$ cat src/pkg/msg_sig_pkg.sv
package msg_sig_pkg;
   // Register byte offsets
   localparam logic [7:0] ADDR_CTRL = 8'h00;
   localparam logic [7:0] ADDR_STATUS = 8'h04;
   localparam logic [7:0] ADDR_EVT = 8'h08;
   localparam logic [7:0] ADDR_MASK = 8'h0C;
   // Control fields
   localparam int CTRL_ROOT_BIT = 0;
   localparam int CTRL_AER_BIT = 1;
   localparam logic [1:0] CTRL_RESET = 2'h0;
   // Event status / mask fields
   localparam int EVT_W = 6;
   localparam int EVT_COR = 0;
   localparam int EVT_NONFATAL = 1;
   localparam int EVT_FATAL = 2;
   localparam int EVT_TURNOFF_RX = 3;
   localparam int EVT_TOACK_RX = 4;
   localparam int EVT_INTX_CHG = 5;
   localparam logic [5:0] EVT_RESET = 6'h0;
   localparam logic [5:0] MASK_RESET = 6'h0;
   // Message codes
   localparam logic [7:0] MSG_ASSERT_A = 8'h20;
   localparam logic [7:0] MSG_ASSERT_B = 8'h21;
   localparam logic [7:0] MSG_ASSERT_C = 8'h22;
   localparam logic [7:0] MSG_ASSERT_D = 8'h23;
   localparam logic [7:0] MSG_DEASSERT_A = 8'h24;
   localparam logic [7:0] MSG_DEASSERT_D = 8'h27;
   localparam logic [7:0] MSG_TURN_OFF = 8'h19;
   localparam logic [7:0] MSG_TO_ACK = 8'h1B;
   localparam logic [7:0] MSG_ERR_COR = 8'h30;
   localparam logic [7:0] MSG_ERR_NONFATAL = 8'h31;
   localparam logic [7:0] MSG_ERR_FATAL = 8'h33;
   localparam logic [7:0] MSG_CODE_RESET = 8'h00;
   // Bus answers
   localparam logic [1:0] RESP_OKAY = 2'h0;
   localparam logic [1:0] RESP_SLVERR = 2'h2;
   localparam int MSI_W = 5;
endpackage

$ cat src/core/evt_irq.sv
`timescale 1ns/100ps
module evt_irq #(
   parameter int W = 6
) (
   input wire logic aclk,
   input wire logic aresetn,
   input wire logic [W-1:0] set,
   input wire logic clr_we,
   input wire logic [W-1:0] clr_data,
   input wire logic mask_we,
   input wire logic [W-1:0] mask_data,
   output logic [W-1:0] status,
   output logic [W-1:0] mask,
   output logic irq
);
   logic [W-1:0] status_r, status_nxt, mask_r, mask_nxt;

   always_comb begin
      status_nxt = status_r;
      mask_nxt = mask_r;
      if (clr_we) begin
         status_nxt = status_nxt & ~clr_data;
      end
      // Set wins over a clear in the same cycle
      status_nxt = status_nxt | set;
      if (mask_we) begin
         mask_nxt = mask_data;
      end
   end

   always_ff @(posedge aclk) begin
      if (!aresetn) begin
         status_r <= '0;
         mask_r <= '0;
      end else begin
         status_r <= status_nxt;
         mask_r <= mask_nxt;
      end
   end

   assign status = status_r;
   assign mask = mask_r;
   assign irq = |(status_r & mask_r);
endmodule // evt_irq

$ cat src/core/msg_tx_slot.sv
`timescale 1ns/100ps
module msg_tx_slot #(
   parameter int CW = 8
) (
   input wire logic aclk,
   input wire logic aresetn,
   input wire logic load,
   input wire logic [CW-1:0] load_code,
   input wire logic tx_ready,
   output logic tx_valid,
   output logic [CW-1:0] tx_code
);
   logic valid_r, valid_nxt;
   logic [CW-1:0] code_r, code_nxt;

   always_comb begin
      valid_nxt = valid_r;
      code_nxt = code_r;
      if (valid_r && tx_ready) begin
         valid_nxt = 1'b0;
      end
      if (load && !valid_r) begin
         valid_nxt = 1'b1;
         code_nxt = load_code;
      end
   end

   always_ff @(posedge aclk) begin
      if (!aresetn) begin
         valid_r <= 1'b0;
         code_r <= '0;
      end else begin
         valid_r <= valid_nxt;
         code_r <= code_nxt;
      end
   end

   assign tx_valid = valid_r;
   assign tx_code = code_r;
endmodule // msg_tx_slot

$ cat src/core/msg_signaling.sv
`timescale 1ns/100ps
// Operation
// - As Endpoint only pin A assert/deassert messages are ever sent.
// - As Root Port received INTx messages drive the 4-bit int_status.
// - int_status bit 0..3 map to pins A..D in order.
// - As Root Port a rising turn-off request sends the turn-off message.
// - As Endpoint a rising turn-off request sends the turn-off ack.
// - A Root Port collects received and self-detected error classes.
// - Root Port reports errors by the serr_out flag and an MSI request.
// - serr_out is high while an error is recorded in the error status.
module msg_signaling #(
   parameter int AW = 8
) (
   input wire logic aclk,
   input wire logic aresetn,
   input wire logic [AW-1:0] s_axi_awaddr,
   input wire logic s_axi_awvalid,
   output logic s_axi_awready,
   input wire logic [31:0] s_axi_wdata,
   input wire logic [3:0] s_axi_wstrb,
   input wire logic s_axi_wvalid,
   output logic s_axi_wready,
   output logic [1:0] s_axi_bresp,
   output logic s_axi_bvalid,
   input wire logic s_axi_bready,
   input wire logic [AW-1:0] s_axi_araddr,
   input wire logic s_axi_arvalid,
   output logic s_axi_arready,
   output logic [31:0] s_axi_rdata,
   output logic [1:0] s_axi_rresp,
   output logic s_axi_rvalid,
   input wire logic s_axi_rready,
   input wire logic rx_msg_valid,
   input wire logic [7:0] rx_msg_code,
   output logic tx_msg_valid,
   output logic [7:0] tx_msg_code,
   input wire logic tx_msg_ready,
   input wire logic app_inta,
   input wire logic pm_turnoff_request,
   input wire logic [2:0] err_detected,
   input wire logic [msg_sig_pkg::MSI_W-1:0] aer_msi_num,
   output logic [3:0] int_status,
   output logic serr_out,
   output logic msi_req,
   output logic [msg_sig_pkg::MSI_W-1:0] msi_num,
   output logic irq
);
   localparam int EW = msg_sig_pkg::EVT_W;
   localparam int MW = msg_sig_pkg::MSI_W;

   logic aw_hold_r, aw_hold_nxt, w_hold_r, w_hold_nxt;
   logic [AW-1:0] awaddr_r, awaddr_nxt;
   logic [31:0] wdata_r, wdata_nxt, rdata_r, rdata_nxt;
   logic [3:0] wstrb_r, wstrb_nxt;
   logic bvalid_r, bvalid_nxt, rvalid_r, rvalid_nxt;
   logic [1:0] bresp_r, bresp_nxt, rresp_r, rresp_nxt;
   logic [1:0] ctrl_r, ctrl_nxt;
   logic wr_go, wr_byte0, clr_we, mask_we;
   logic [3:0] intst_r, intst_nxt;
   logic req_d_r, req_d_nxt, to_pend_r, to_pend_nxt;
   logic sent_a_r, sent_a_nxt, msi_req_r, msi_req_nxt;
   logic [MW-1:0] msi_num_r, msi_num_nxt;
   logic root, aer_en, req_rise, slot_load;
   logic [7:0] slot_code;
   logic [EW-1:0] evt_set, evt_status, evt_mask;
   logic [2:0] err_hit;

   assign root = ctrl_r[msg_sig_pkg::CTRL_ROOT_BIT];
   assign aer_en = ctrl_r[msg_sig_pkg::CTRL_AER_BIT];

   // AXI4-Lite write and read channels
   assign s_axi_awready = !aw_hold_r && !bvalid_r;
   assign s_axi_wready = !w_hold_r && !bvalid_r;
   assign s_axi_arready = !rvalid_r;
   assign wr_go = aw_hold_r && w_hold_r;
   assign wr_byte0 = wr_go && wstrb_r[0];
   assign clr_we = wr_byte0 && (awaddr_r == msg_sig_pkg::ADDR_EVT);
   assign mask_we = wr_byte0 && (awaddr_r == msg_sig_pkg::ADDR_MASK);

   always_comb begin
      aw_hold_nxt = aw_hold_r;
      w_hold_nxt = w_hold_r;
      awaddr_nxt = awaddr_r;
      wdata_nxt = wdata_r;
      wstrb_nxt = wstrb_r;
      bvalid_nxt = bvalid_r;
      bresp_nxt = bresp_r;
      ctrl_nxt = ctrl_r;
      if (s_axi_awvalid && s_axi_awready) begin
         aw_hold_nxt = 1'b1;
         awaddr_nxt = s_axi_awaddr;
      end
      if (s_axi_wvalid && s_axi_wready) begin
         w_hold_nxt = 1'b1;
         wdata_nxt = s_axi_wdata;
         wstrb_nxt = s_axi_wstrb;
      end
      if (s_axi_bvalid && s_axi_bready) begin
         bvalid_nxt = 1'b0;
      end
      if (wr_go) begin
         aw_hold_nxt = 1'b0;
         w_hold_nxt = 1'b0;
         bvalid_nxt = 1'b1;
         bresp_nxt = msg_sig_pkg::RESP_OKAY;
         if (awaddr_r == msg_sig_pkg::ADDR_CTRL) begin
            ctrl_nxt = wstrb_r[0] ? wdata_r[1:0] : ctrl_r;
         end else if (awaddr_r != msg_sig_pkg::ADDR_STATUS
                      && awaddr_r != msg_sig_pkg::ADDR_EVT
                      && awaddr_r != msg_sig_pkg::ADDR_MASK) begin
            bresp_nxt = msg_sig_pkg::RESP_SLVERR;
         end
      end
   end

   always_comb begin
      rvalid_nxt = rvalid_r;
      rdata_nxt = rdata_r;
      rresp_nxt = rresp_r;
      if (s_axi_rvalid && s_axi_rready) begin
         rvalid_nxt = 1'b0;
      end
      if (s_axi_arvalid && s_axi_arready) begin
         rvalid_nxt = 1'b1;
         rresp_nxt = msg_sig_pkg::RESP_OKAY;
         rdata_nxt = 32'h0000_0000;
         if (s_axi_araddr == msg_sig_pkg::ADDR_CTRL) begin
            rdata_nxt = {30'h0000_0000, ctrl_r};
         end else if (s_axi_araddr == msg_sig_pkg::ADDR_STATUS) begin
            rdata_nxt = {25'h000_0000, to_pend_r, tx_msg_valid,
               serr_out, intst_r};
         end else if (s_axi_araddr == msg_sig_pkg::ADDR_EVT) begin
            rdata_nxt = {26'h000_0000, evt_status};
         end else if (s_axi_araddr == msg_sig_pkg::ADDR_MASK) begin
            rdata_nxt = {26'h000_0000, evt_mask};
         end else begin
            rresp_nxt = msg_sig_pkg::RESP_SLVERR;
         end
      end
   end

   always_ff @(posedge aclk) begin
      if (!aresetn) begin
         aw_hold_r <= 1'b0;
         w_hold_r <= 1'b0;
         awaddr_r <= '0;
         wdata_r <= 32'h0000_0000;
         wstrb_r <= 4'h0;
         bvalid_r <= 1'b0;
         bresp_r <= msg_sig_pkg::RESP_OKAY;
         rvalid_r <= 1'b0;
         rdata_r <= 32'h0000_0000;
         rresp_r <= msg_sig_pkg::RESP_OKAY;
         ctrl_r <= msg_sig_pkg::CTRL_RESET;
      end else begin
         aw_hold_r <= aw_hold_nxt;
         w_hold_r <= w_hold_nxt;
         awaddr_r <= awaddr_nxt;
         wdata_r <= wdata_nxt;
         wstrb_r <= wstrb_nxt;
         bvalid_r <= bvalid_nxt;
         bresp_r <= bresp_nxt;
         rvalid_r <= rvalid_nxt;
         rdata_r <= rdata_nxt;
         rresp_r <= rresp_nxt;
         ctrl_r <= ctrl_nxt;
      end
   end

   assign s_axi_bvalid = bvalid_r;
   assign s_axi_bresp = bresp_r;
   assign s_axi_rvalid = rvalid_r;
   assign s_axi_rdata = rdata_r;
   assign s_axi_rresp = rresp_r;

   // Message decode, interrupt lines, error collection, transmit choice
   assign req_rise = pm_turnoff_request && !req_d_r;

   always_comb begin
      intst_nxt = intst_r;
      err_hit = 3'h0;
      evt_set = '0;
      if (!root) begin
         intst_nxt = 4'h0;
      end else if (rx_msg_valid && rx_msg_code >= msg_sig_pkg::MSG_ASSERT_A
                   && rx_msg_code <= msg_sig_pkg::MSG_DEASSERT_D) begin
         // Code bits 1:0 pick pin A..D, bit 2 marks deassert
         intst_nxt[rx_msg_code[1:0]] = !rx_msg_code[2];
         evt_set[msg_sig_pkg::EVT_INTX_CHG] = 1'b1;
      end
      if (root) begin
         err_hit = err_detected;
         if (rx_msg_valid) begin
            err_hit[0] |= rx_msg_code == msg_sig_pkg::MSG_ERR_COR;
            err_hit[1] |= rx_msg_code == msg_sig_pkg::MSG_ERR_NONFATAL;
            err_hit[2] |= rx_msg_code == msg_sig_pkg::MSG_ERR_FATAL;
            if (rx_msg_code == msg_sig_pkg::MSG_TO_ACK) begin
               evt_set[msg_sig_pkg::EVT_TOACK_RX] = 1'b1;
            end
         end
      end else if (rx_msg_valid
                   && rx_msg_code == msg_sig_pkg::MSG_TURN_OFF) begin
         evt_set[msg_sig_pkg::EVT_TURNOFF_RX] = 1'b1;
      end
      evt_set[2:0] = err_hit;
   end
   always_comb begin
      req_d_nxt = pm_turnoff_request;
      to_pend_nxt = to_pend_r || req_rise;
      sent_a_nxt = sent_a_r;
      slot_load = 1'b0;
      slot_code = msg_sig_pkg::MSG_CODE_RESET;
      msi_req_nxt = 1'b0;
      msi_num_nxt = msi_num_r;
      if (!tx_msg_valid) begin
         if (to_pend_r || req_rise) begin
            slot_load = 1'b1;
            to_pend_nxt = 1'b0;
            slot_code = root ? msg_sig_pkg::MSG_TURN_OFF
               : msg_sig_pkg::MSG_TO_ACK;
         end else if (!root && app_inta != sent_a_r) begin
            slot_load = 1'b1;
            sent_a_nxt = app_inta;
            slot_code = app_inta ? msg_sig_pkg::MSG_ASSERT_A
               : msg_sig_pkg::MSG_DEASSERT_A;
         end
      end
      if (root && aer_en && err_hit != 3'h0) begin
         msi_req_nxt = 1'b1;
         msi_num_nxt = aer_msi_num;
      end
   end

   always_ff @(posedge aclk) begin
      if (!aresetn) begin
         intst_r <= 4'h0;
         req_d_r <= 1'b0;
         to_pend_r <= 1'b0;
         sent_a_r <= 1'b0;
         msi_req_r <= 1'b0;
         msi_num_r <= '0;
      end else begin
         intst_r <= intst_nxt;
         req_d_r <= req_d_nxt;
         to_pend_r <= to_pend_nxt;
         sent_a_r <= sent_a_nxt;
         msi_req_r <= msi_req_nxt;
         msi_num_r <= msi_num_nxt;
      end
   end

   assign int_status = intst_r;
   assign serr_out = |evt_status[2:0];
   assign msi_req = msi_req_r;
   assign msi_num = msi_num_r;

   msg_tx_slot #(.CW(8)) u_slot (
      .aclk(aclk),
      .aresetn(aresetn),
      .load(slot_load),
      .load_code(slot_code),
      .tx_ready(tx_msg_ready),
      .tx_valid(tx_msg_valid),
      .tx_code(tx_msg_code)
   );

   evt_irq #(.W(EW)) u_evt (
      .aclk(aclk),
      .aresetn(aresetn),
      .set(evt_set),
      .clr_we(clr_we),
      .clr_data(wdata_r[EW-1:0]),
      .mask_we(mask_we),
      .mask_data(wdata_r[EW-1:0]),
      .status(evt_status),
      .mask(evt_mask),
      .irq(irq)
   );
endmodule // msg_signaling

$ cat config.mk
export PLATFORM = sky130hd
export DESIGN_NAME = msg_signaling
export DESIGN_NICKNAME = d
export VERILOG_FILES = /design/src/pkg/msg_sig_pkg.sv /design/src/core/evt_irq.sv /design/src/core/msg_tx_slot.sv /design/src/core/msg_signaling.sv
export SDC_FILE = /design/constraint.sdc
export NUM_CORES = 1
export LEC_CHECK = 0
export BUFFER_PORTS_ARGS = -buffer_cell sky130_fd_sc_hd__buf_2
export CORE_AREA = 5 5 97 99
export DETAILED_ROUTE_END_ITERATION = 12
export DIE_AREA = 0 0 102 104
export GPL_ROUTABILITY_DRIVEN = 0
export PLACE_DENSITY = 0.7
export SYNTH_ARGS = -nofsm -noshare
export SYNTH_HDL_FRONTEND = slang
export SYNTH_SLANG_ARGS = --single-unit
$ cat constraint.sdc
create_clock -name aclk -period 1.9 [get_ports aclk]
set_clock_uncertainty 0.15 [all_clocks]
set_input_delay 0.285 -clock aclk [delete_from_list [all_inputs] [get_ports aclk]]
set_output_delay 0.285 -clock aclk [all_outputs]
set_load 0.01 [all_outputs]
==> summary.md, run 1 <==
| Metric | Value |
|---|---|
| Yosys cell types | 44 |
| Synth warnings | 0 |
| Post-CTS Setup Bufs | 0 |
| P_int | 1.90 mW |
| Final nets | 486 |
| Combinational Power Share | 12.2% |
| R2R Setup Slk | 120 ps |
| Fin crit share | 93.6% |
| Synth cell count leaders | dfxtp_1 (60), nand2_1 (50), buf_4 (31) |
| Die Span Y | 104 um |
| Routed Antenna Nets | 0 |
| Worst setup EP type | flop |
| Hold/Removal Path Class | primary input to flop |
| Synth Flop Type | dfxtp_1 |
| Worst Path Arrival | 1830 ps |
| DR WL/cell | 13.2 um |
| RSZ-0062 raised after global routing | no |
| Buf+Inv Stages, Crit Path | 1 |
| Drt via density | 4.72 |
| Dominant cell type by area after synthesis | dfxtp_1 |
| DRC viols | 0 |
| Hold WS | 16.8 ps |
| Critical Path RT | 1950 ps |
| Clock Power Share | 36.1% |
| Die Wd | 102 um |
| Root Buffer | clkbuf_8 |
| PD cells | 756 nW/um^2 |
| Clk pin slew, worst setup/hold paths | 70 ps |
| Final worst path period need | 1780 ps |
| Register area share after synthesis | 42.0% |
| Flop pwr share | 51.7% |
| Leakage | 1.53 nW |
| Routed WL | 6880 um |
| Dpl ws | 118 ps |
| Clock buffer depth | 2 |
| Largest net degree at the start of global routing | 29 |
| Buffers on Ports | 82 |
| Setup TNS | 0 ps |
| Vias in the first global route | 2,295 |
| Share of the synthesized area in the top cell type | 42.0% |
| Slew HR | 67.3% |
| Max stage delay on crit path | 510 ps |
| Core area | 8470 sq um |
| #FFs+latches synth | 60 |
| Clk_lat worst skew | 340 ps |
| CP Class | flop to flop |
| Final worst slack | 122 ps |
| Area grow syn2layout | 20.2% |
| Worst slew pin tran | 485 ps |
| Die ar. | 10,600 sq um |
| Max Cap Viol | 0 |
| Cell with the most instances after synthesis | dfxtp_1 |
| Synth async-reset ratio | 0% |
| Sw frac | 26.9% |
| Gr usage total | 12.8% |
| Final hold vios | 0 |
| Sw power | 0.701 mW |
| CP delay by family, top | simple AND/OR/NAND/NOR gates |
| Synthesized area | 2860 sq um |
| First-iteration detailed-routing DRC count | 125 |
| Initial antenna violation count | 0 |
| DP Area | 3260 sq um |
| Starting Density | 33.8% |
| Reg2reg path depth | 5 |
| Global-route wire length before repair | 10,700 um |
| CP Launch Type | flop |
| Ant diodes | 0 |
| H-tree levels | 3 |
| CTS tree | built |
| Post-synth EDFFs | 0 |
| CTS Sinks | 60 |
| Total CTS buffers | 9 |
| CP max-delay cell | or4_4 |
| Post-Synthesis Cells | 325 |
| Fin area | 3440 sq um |
| Critical path, cell by cell | nor4_2 > buf_4 > nand2_1 > or4_4 > mux2i_1 |
| Path length in cells of the critical path | 5 |
| Fmax | 562 MHz |
| Top fanout value on the critical path | 3 |
| Remaining global-route overflow | 0 |
| Layout cells sized above 1 | 27.5% |
| Status | completed |
| Fin util | 40.6% |
| I/O pins | 141 |
| Slew Limit Fails | 0 |
| Worst vdd ir | 0.356 mV |
| Ranking of synthesized cells by area | dfxtp_1 (42%), buf_4 (8.1%), nand2_1 (6.6%), mux2i_1 (4.9%), a21boi_0 (3.9%) |
| Row count | 34 |
| Detailed Place HPWL | 5390 um |
| Synth Area per Inst | 8.80 sq um |
| Setup violations, final | 0 |
| Via count | 2,449 |
| DRT Pass-1 Iters | 4 |
| Hold Crit Depth | 3 |
==> final cells by class <==
cell class	count	area [sq um]
fill	878	5030
multi-input combinational	240	1450
sequential	60	1200
timing repair buffer	89	465
tap	108	135
clock buffer	10	128
clock inverter	5	30.0
inverter	7	26.3
==> through the flow <==
stage | std cells | power [mW]
floorplan | 353 | 1.60
global route | 519 | 2.71
CTS | 519 | 2.62
finish | 519 | 2.60
detailed placement | 503 | 1.69
global placement | 503 | 1.67
==> power groups by stage <==
stage,Sequential (mW),Clock [mW],Combinational [mW]
final,1.34,0.939,0.317
after global routing,1.35,1.01,0.355
after CTS,1.34,0.963,0.317
after detailed placement,1.37,0,0.314
after global placement,1.37,0,0.306
after floorplan,1.37,0,0.236
==> cells in the final DEF (no fill, tap or decap), types with 3 or more instances in the layout <==
cell / n
a21boi_0: 15
nand3_1: 20
clkbuf_8: 9
o21a_1: 3
clkinv_2: 3
nand2_1: 50
a22oi_1: 3
o21ai_0: 17
buf_2: 82
a311oi_1: 3
buf_4: 6
mux2i_1: 14
a31o_2: 3
inv_1: 7
o211a_1: 3
dfxtp_1: 60
nor2_1: 8
nand2b_1: 6
and3_1: 4
nor2b_1: 15
conb_1: 29
a21oi_1: 8
and2_1: 6
==> logic make-up after synthesis <==
group           after synthesis  synth area share [%]
compound gates               67                  16.3
simple gates                127                  23.7
xor+xnor                      1                 0.306
buf+inv                      53                  11.1
mux                          16                  6.47
flops                        60                  42.0
other cells                   1                 0.131
==> repair_timing <==
| item | CTS | global route |
|---|---|---|
| endpoints found under the hold margin | 1 | 0 |
| resized for setup | 0 | 1 |
| endpoints found under the setup margin | 0 | 2 |
| hold buffers | 1 | 0 |
==> tightest hold or removal path: cells and delay by family <==
family                 cells  cell delay [ps]
AND/OR/NAND/NOR            1               50
AO/OA/AOI/OAI              1               60
buffers and inverters      1               70
==> sequential cells by signal, indices dropped and copies added, names as in the netlist, 2 cells and up <==
register / cells
u_evt.status: 6
u_slot.tx_code: 4
ctrl_r: 2
s_axi_rdata: 7
awaddr_r: 8
int_status: 4
wdata_r: 6
msi_num: 5
u_evt.mask: 6
==> metal layers <==
layer	track usage, %	part of all wire, %	up-vias
met3	4.29	7.5	13
li1	-	-	1237
met5	0	0	-
met2	20.7	48	78
met4	5.90	2.2	0
met1	15.0	42	1121
==> final timing paths <==
check	start	end
worst max-delay path	awaddr_r[7]	ctrl_r[0]
worst min-delay path	aer_msi_num[1]	msi_num[1]
worst max register to register	awaddr_r[7]	ctrl_r[0]
worst min register to register	u_slot.tx_code[5]	u_slot.tx_code[5]
No activity file was read; power rests on OpenSTA's default activity.
==> run 2: changes to the inputs <==
CORE_AREA = 2 2 94 96   (was 5 5 97 99)
DIE_AREA = 0 0 96 98   (was 0 0 102 104)
PLACE_DENSITY = 0.66   (was 0.7)
==> summary.md, run 2 (same netlist as run 1, synthesis figures left out) <==
| Metric | Value |
|---|---|
| Status | completed |
| Buf+Inv Stages, Crit Path | 1 (unchanged) |
| Critical path, cell by cell | nor4_2 > buf_4 > nand2_1 > or4_4 > mux2i_1 |
| Sw power | 0.716 mW (+2.2%) |
| Flop pwr share | 45.9% (-5.8 points) |
| Initial antenna violation count | 0 (unchanged) |
| H-tree levels | 3 (unchanged) |
| Commonest cells after routing, fill and taps aside | buf_2 (82), dfxtp_1 (60), nand2_1 (50) |
| Vias in the first global route | 2,283 (-0.52%) |
| Top fanout value on the critical path | 3 (unchanged) |
| Max Cap Viol | 0 (unchanged) |
| R2r endpoint | ctrl_r[0] |
| Layout cells sized above 1 | 27.5% (unchanged) |
| Clock buffer depth | 2 (unchanged) |
| Die Span Y | 98 um (-5.8%) |
| Hold Crit Depth | 3 (unchanged) |
| Dpl ws | 96.8 ps (-21.3 ps) |
| Row count | 34 (unchanged) |
| DRT Pass-1 Iters | 4 (unchanged) |
| Setup TNS | 0 ps (unchanged) |
| Clock Power Share | 43.4% (+7.3 points) |
| Post-CTS Setup Bufs | 0 (unchanged) |
| Critical Path RT | 1950 ps (about the same) |
| Die ar. | 9410 sq um (-11%) |
| Hold WS | 15.2 ps (-1.58 ps) |
| Non-Filler Instances | 519 (unchanged) |
| P_int | 2.21 mW (+17%) |
| Ant diodes | 0 (unchanged) |
| Biggest register | awaddr_r |
| Leakage | 1.55 nW (+1.6%) |
| CP Class | flop to flop |
| Setup violations, final | 0 (unchanged) |
| Root Buffer | clkbuf_8 |
| CTS Sinks | 60 (unchanged) |
| Via count | 2,425 (-0.98%) |
| Worst setup EP type | flop |
| Fmax | 570 MHz (+1.3%) |
| Reg2reg path depth | 5 (unchanged) |
| Clk_lat worst skew | 330 ps (about the same) |
| First-iteration detailed-routing DRC count | 87 (-30%) |
| Largest net degree at the start of global routing | 25 (-14%) |
| Fillers | 868 (-1.1%) |
| Fin crit share | 92.4% (-1.2 points) |
| Commonest non-fill, non-tap cell in the layout | buf_2 |
| DRC viols | 0 (unchanged) |
| RSZ-0062 raised after global routing | no |
| Detailed Place HPWL | 4980 um (-7.6%) |
| Hold Path End | msi_num[3] |
| Largest register FFs | 8 (unchanged) |
| Die Wd | 96 um (-5.9%) |
| DR WL/cell | 12.6 um (-4.9%) |
| Worst Path Arrival | 1810 ps (-20 ps) |
| Sw frac | 24.4% (-2.5 points) |
| Final hold vios | 0 (unchanged) |
| Worst vdd ir | 0.252 mV (-29%) |
| Global-route wire length before repair | 10,700 um (+0.38%) |
| CP max-delay cell | or4_4 |
| Remaining global-route overflow | 0 (unchanged) |
| I/O pins | 141 (unchanged) |
| CP delay by family, top | simple AND/OR/NAND/NOR gates |
| Final worst path period need | 1750 ps (-23.4 ps) |
| PD cells | 840 nW/um^2 (+11%) |
| Clk pin slew, worst setup/hold paths | 70 ps (about the same) |
| Routed WL | 6540 um (-4.9%) |
| Starting Density | 33.8% (unchanged) |
| R2R Setup Slk | 150 ps (+20 ps) |
| Total CTS buffers | 9 (unchanged) |
| Hold/Removal Path Class | primary input to flop |
| Gr usage total | 14.3% (+1.5 points) |
| Routed Antenna Nets | 0 (unchanged) |
| Drt via density | 4.67 (-0.98%) |
| Max stage delay on crit path | 520 ps (about the same) |
| CP Launch Type | flop |
| Inst Count DP | 503 (unchanged) |
| Combinational Power Share | 10.7% (-1.5 points) |
| Slew Limit Fails | 0 (unchanged) |
| Worst r2r src | awaddr_r[7] |
| Final nets | 485 (-0.21%) |
| Final worst slack | 145 ps (+23.4 ps) |
| Area grow syn2layout | 21.9% |
| Power, Total | 2.93 mW (+13%) |
| Core area | 8470 sq um (unchanged) |
| Min-delay src | aer_msi_num[3] |
| CTS tree | built |
| Buffers on Ports | 82 (unchanged) |
## run 2: cell type report
class,count,area (sq um),area share (%)
multi-input cells,240,1450,41.6
clock buffers,12,145,4.16
flip-flops and latches,60,1200,34.4
well taps,108,135,3.87
clock inverters,4,72.6,2.08
inverters,7,26.3,0.753
repair buffers,88,455,13.1
## run 2: power groups by stage
stage / combinational, mW / sequential, mW / clock [mW]
3_5_place_dp: 0.312 / 1.37 / 0
5_1_grt: 0.356 / 1.35 / 1.34
6_report: 0.313 / 1.35 / 1.27
2_1_floorplan: 0.236 / 1.37 / 0
3_3_place_gp: 0.306 / 1.37 / 0
4_1_cts: 0.314 / 1.34 / 1.29
## run 2: worst min-delay path, cell delays in order
cell     delay (ps)
buf_2            70
nand3_1          50
o21ai_0          60
## run 2: through the flow
stage	cell area, sq um	utilization, %
5_1_grt	3490	41.2
3_5_place_dp	3260	38.6
2_1_floorplan	2970	-
6_report	3490	41.2
3_3_place_gp	3260	38.6
4_1_cts	3480	41.1
## run 2: what timing repair did
item / CTS / global route
resized for setup: 0 / 1
endpoints found under the setup margin: 0 / 2
hold buffers: 0 / 0
## run 2: worst max-delay path by stage
stage | startpoint | end | slack, ps | cells past startpoint
final | awaddr_r[7] | ctrl_r[0] | 150 | 5
after detailed placement | s_axi_araddr[5] | s_axi_rdata[3] | 100 | 5
after global routing | awaddr_r[7] | ctrl_r[0] | 20 | 5
after floorplan | rx_msg_code[7] | int_status[0] | 270 | 4
after CTS | awaddr_r[7] | ctrl_r[0] | 120 | 5
after global placement | awaddr_r[7] | ctrl_r[0] | 130 | 5
## run 2: metal layers
layer / part of all wire (%) / up-vias / wire length [um] / global-route usage, %
met2: 46 / 85 / 3020 / 22.5
li1: - / 1237 / - / -
met4: 2.2 / 0 / 145 / 6.37
met3: 6.5 / 10 / 426 / 2.93
met1: 45 / 1093 / 2950 / 18.7
met5: 0 / - / 0 / 0
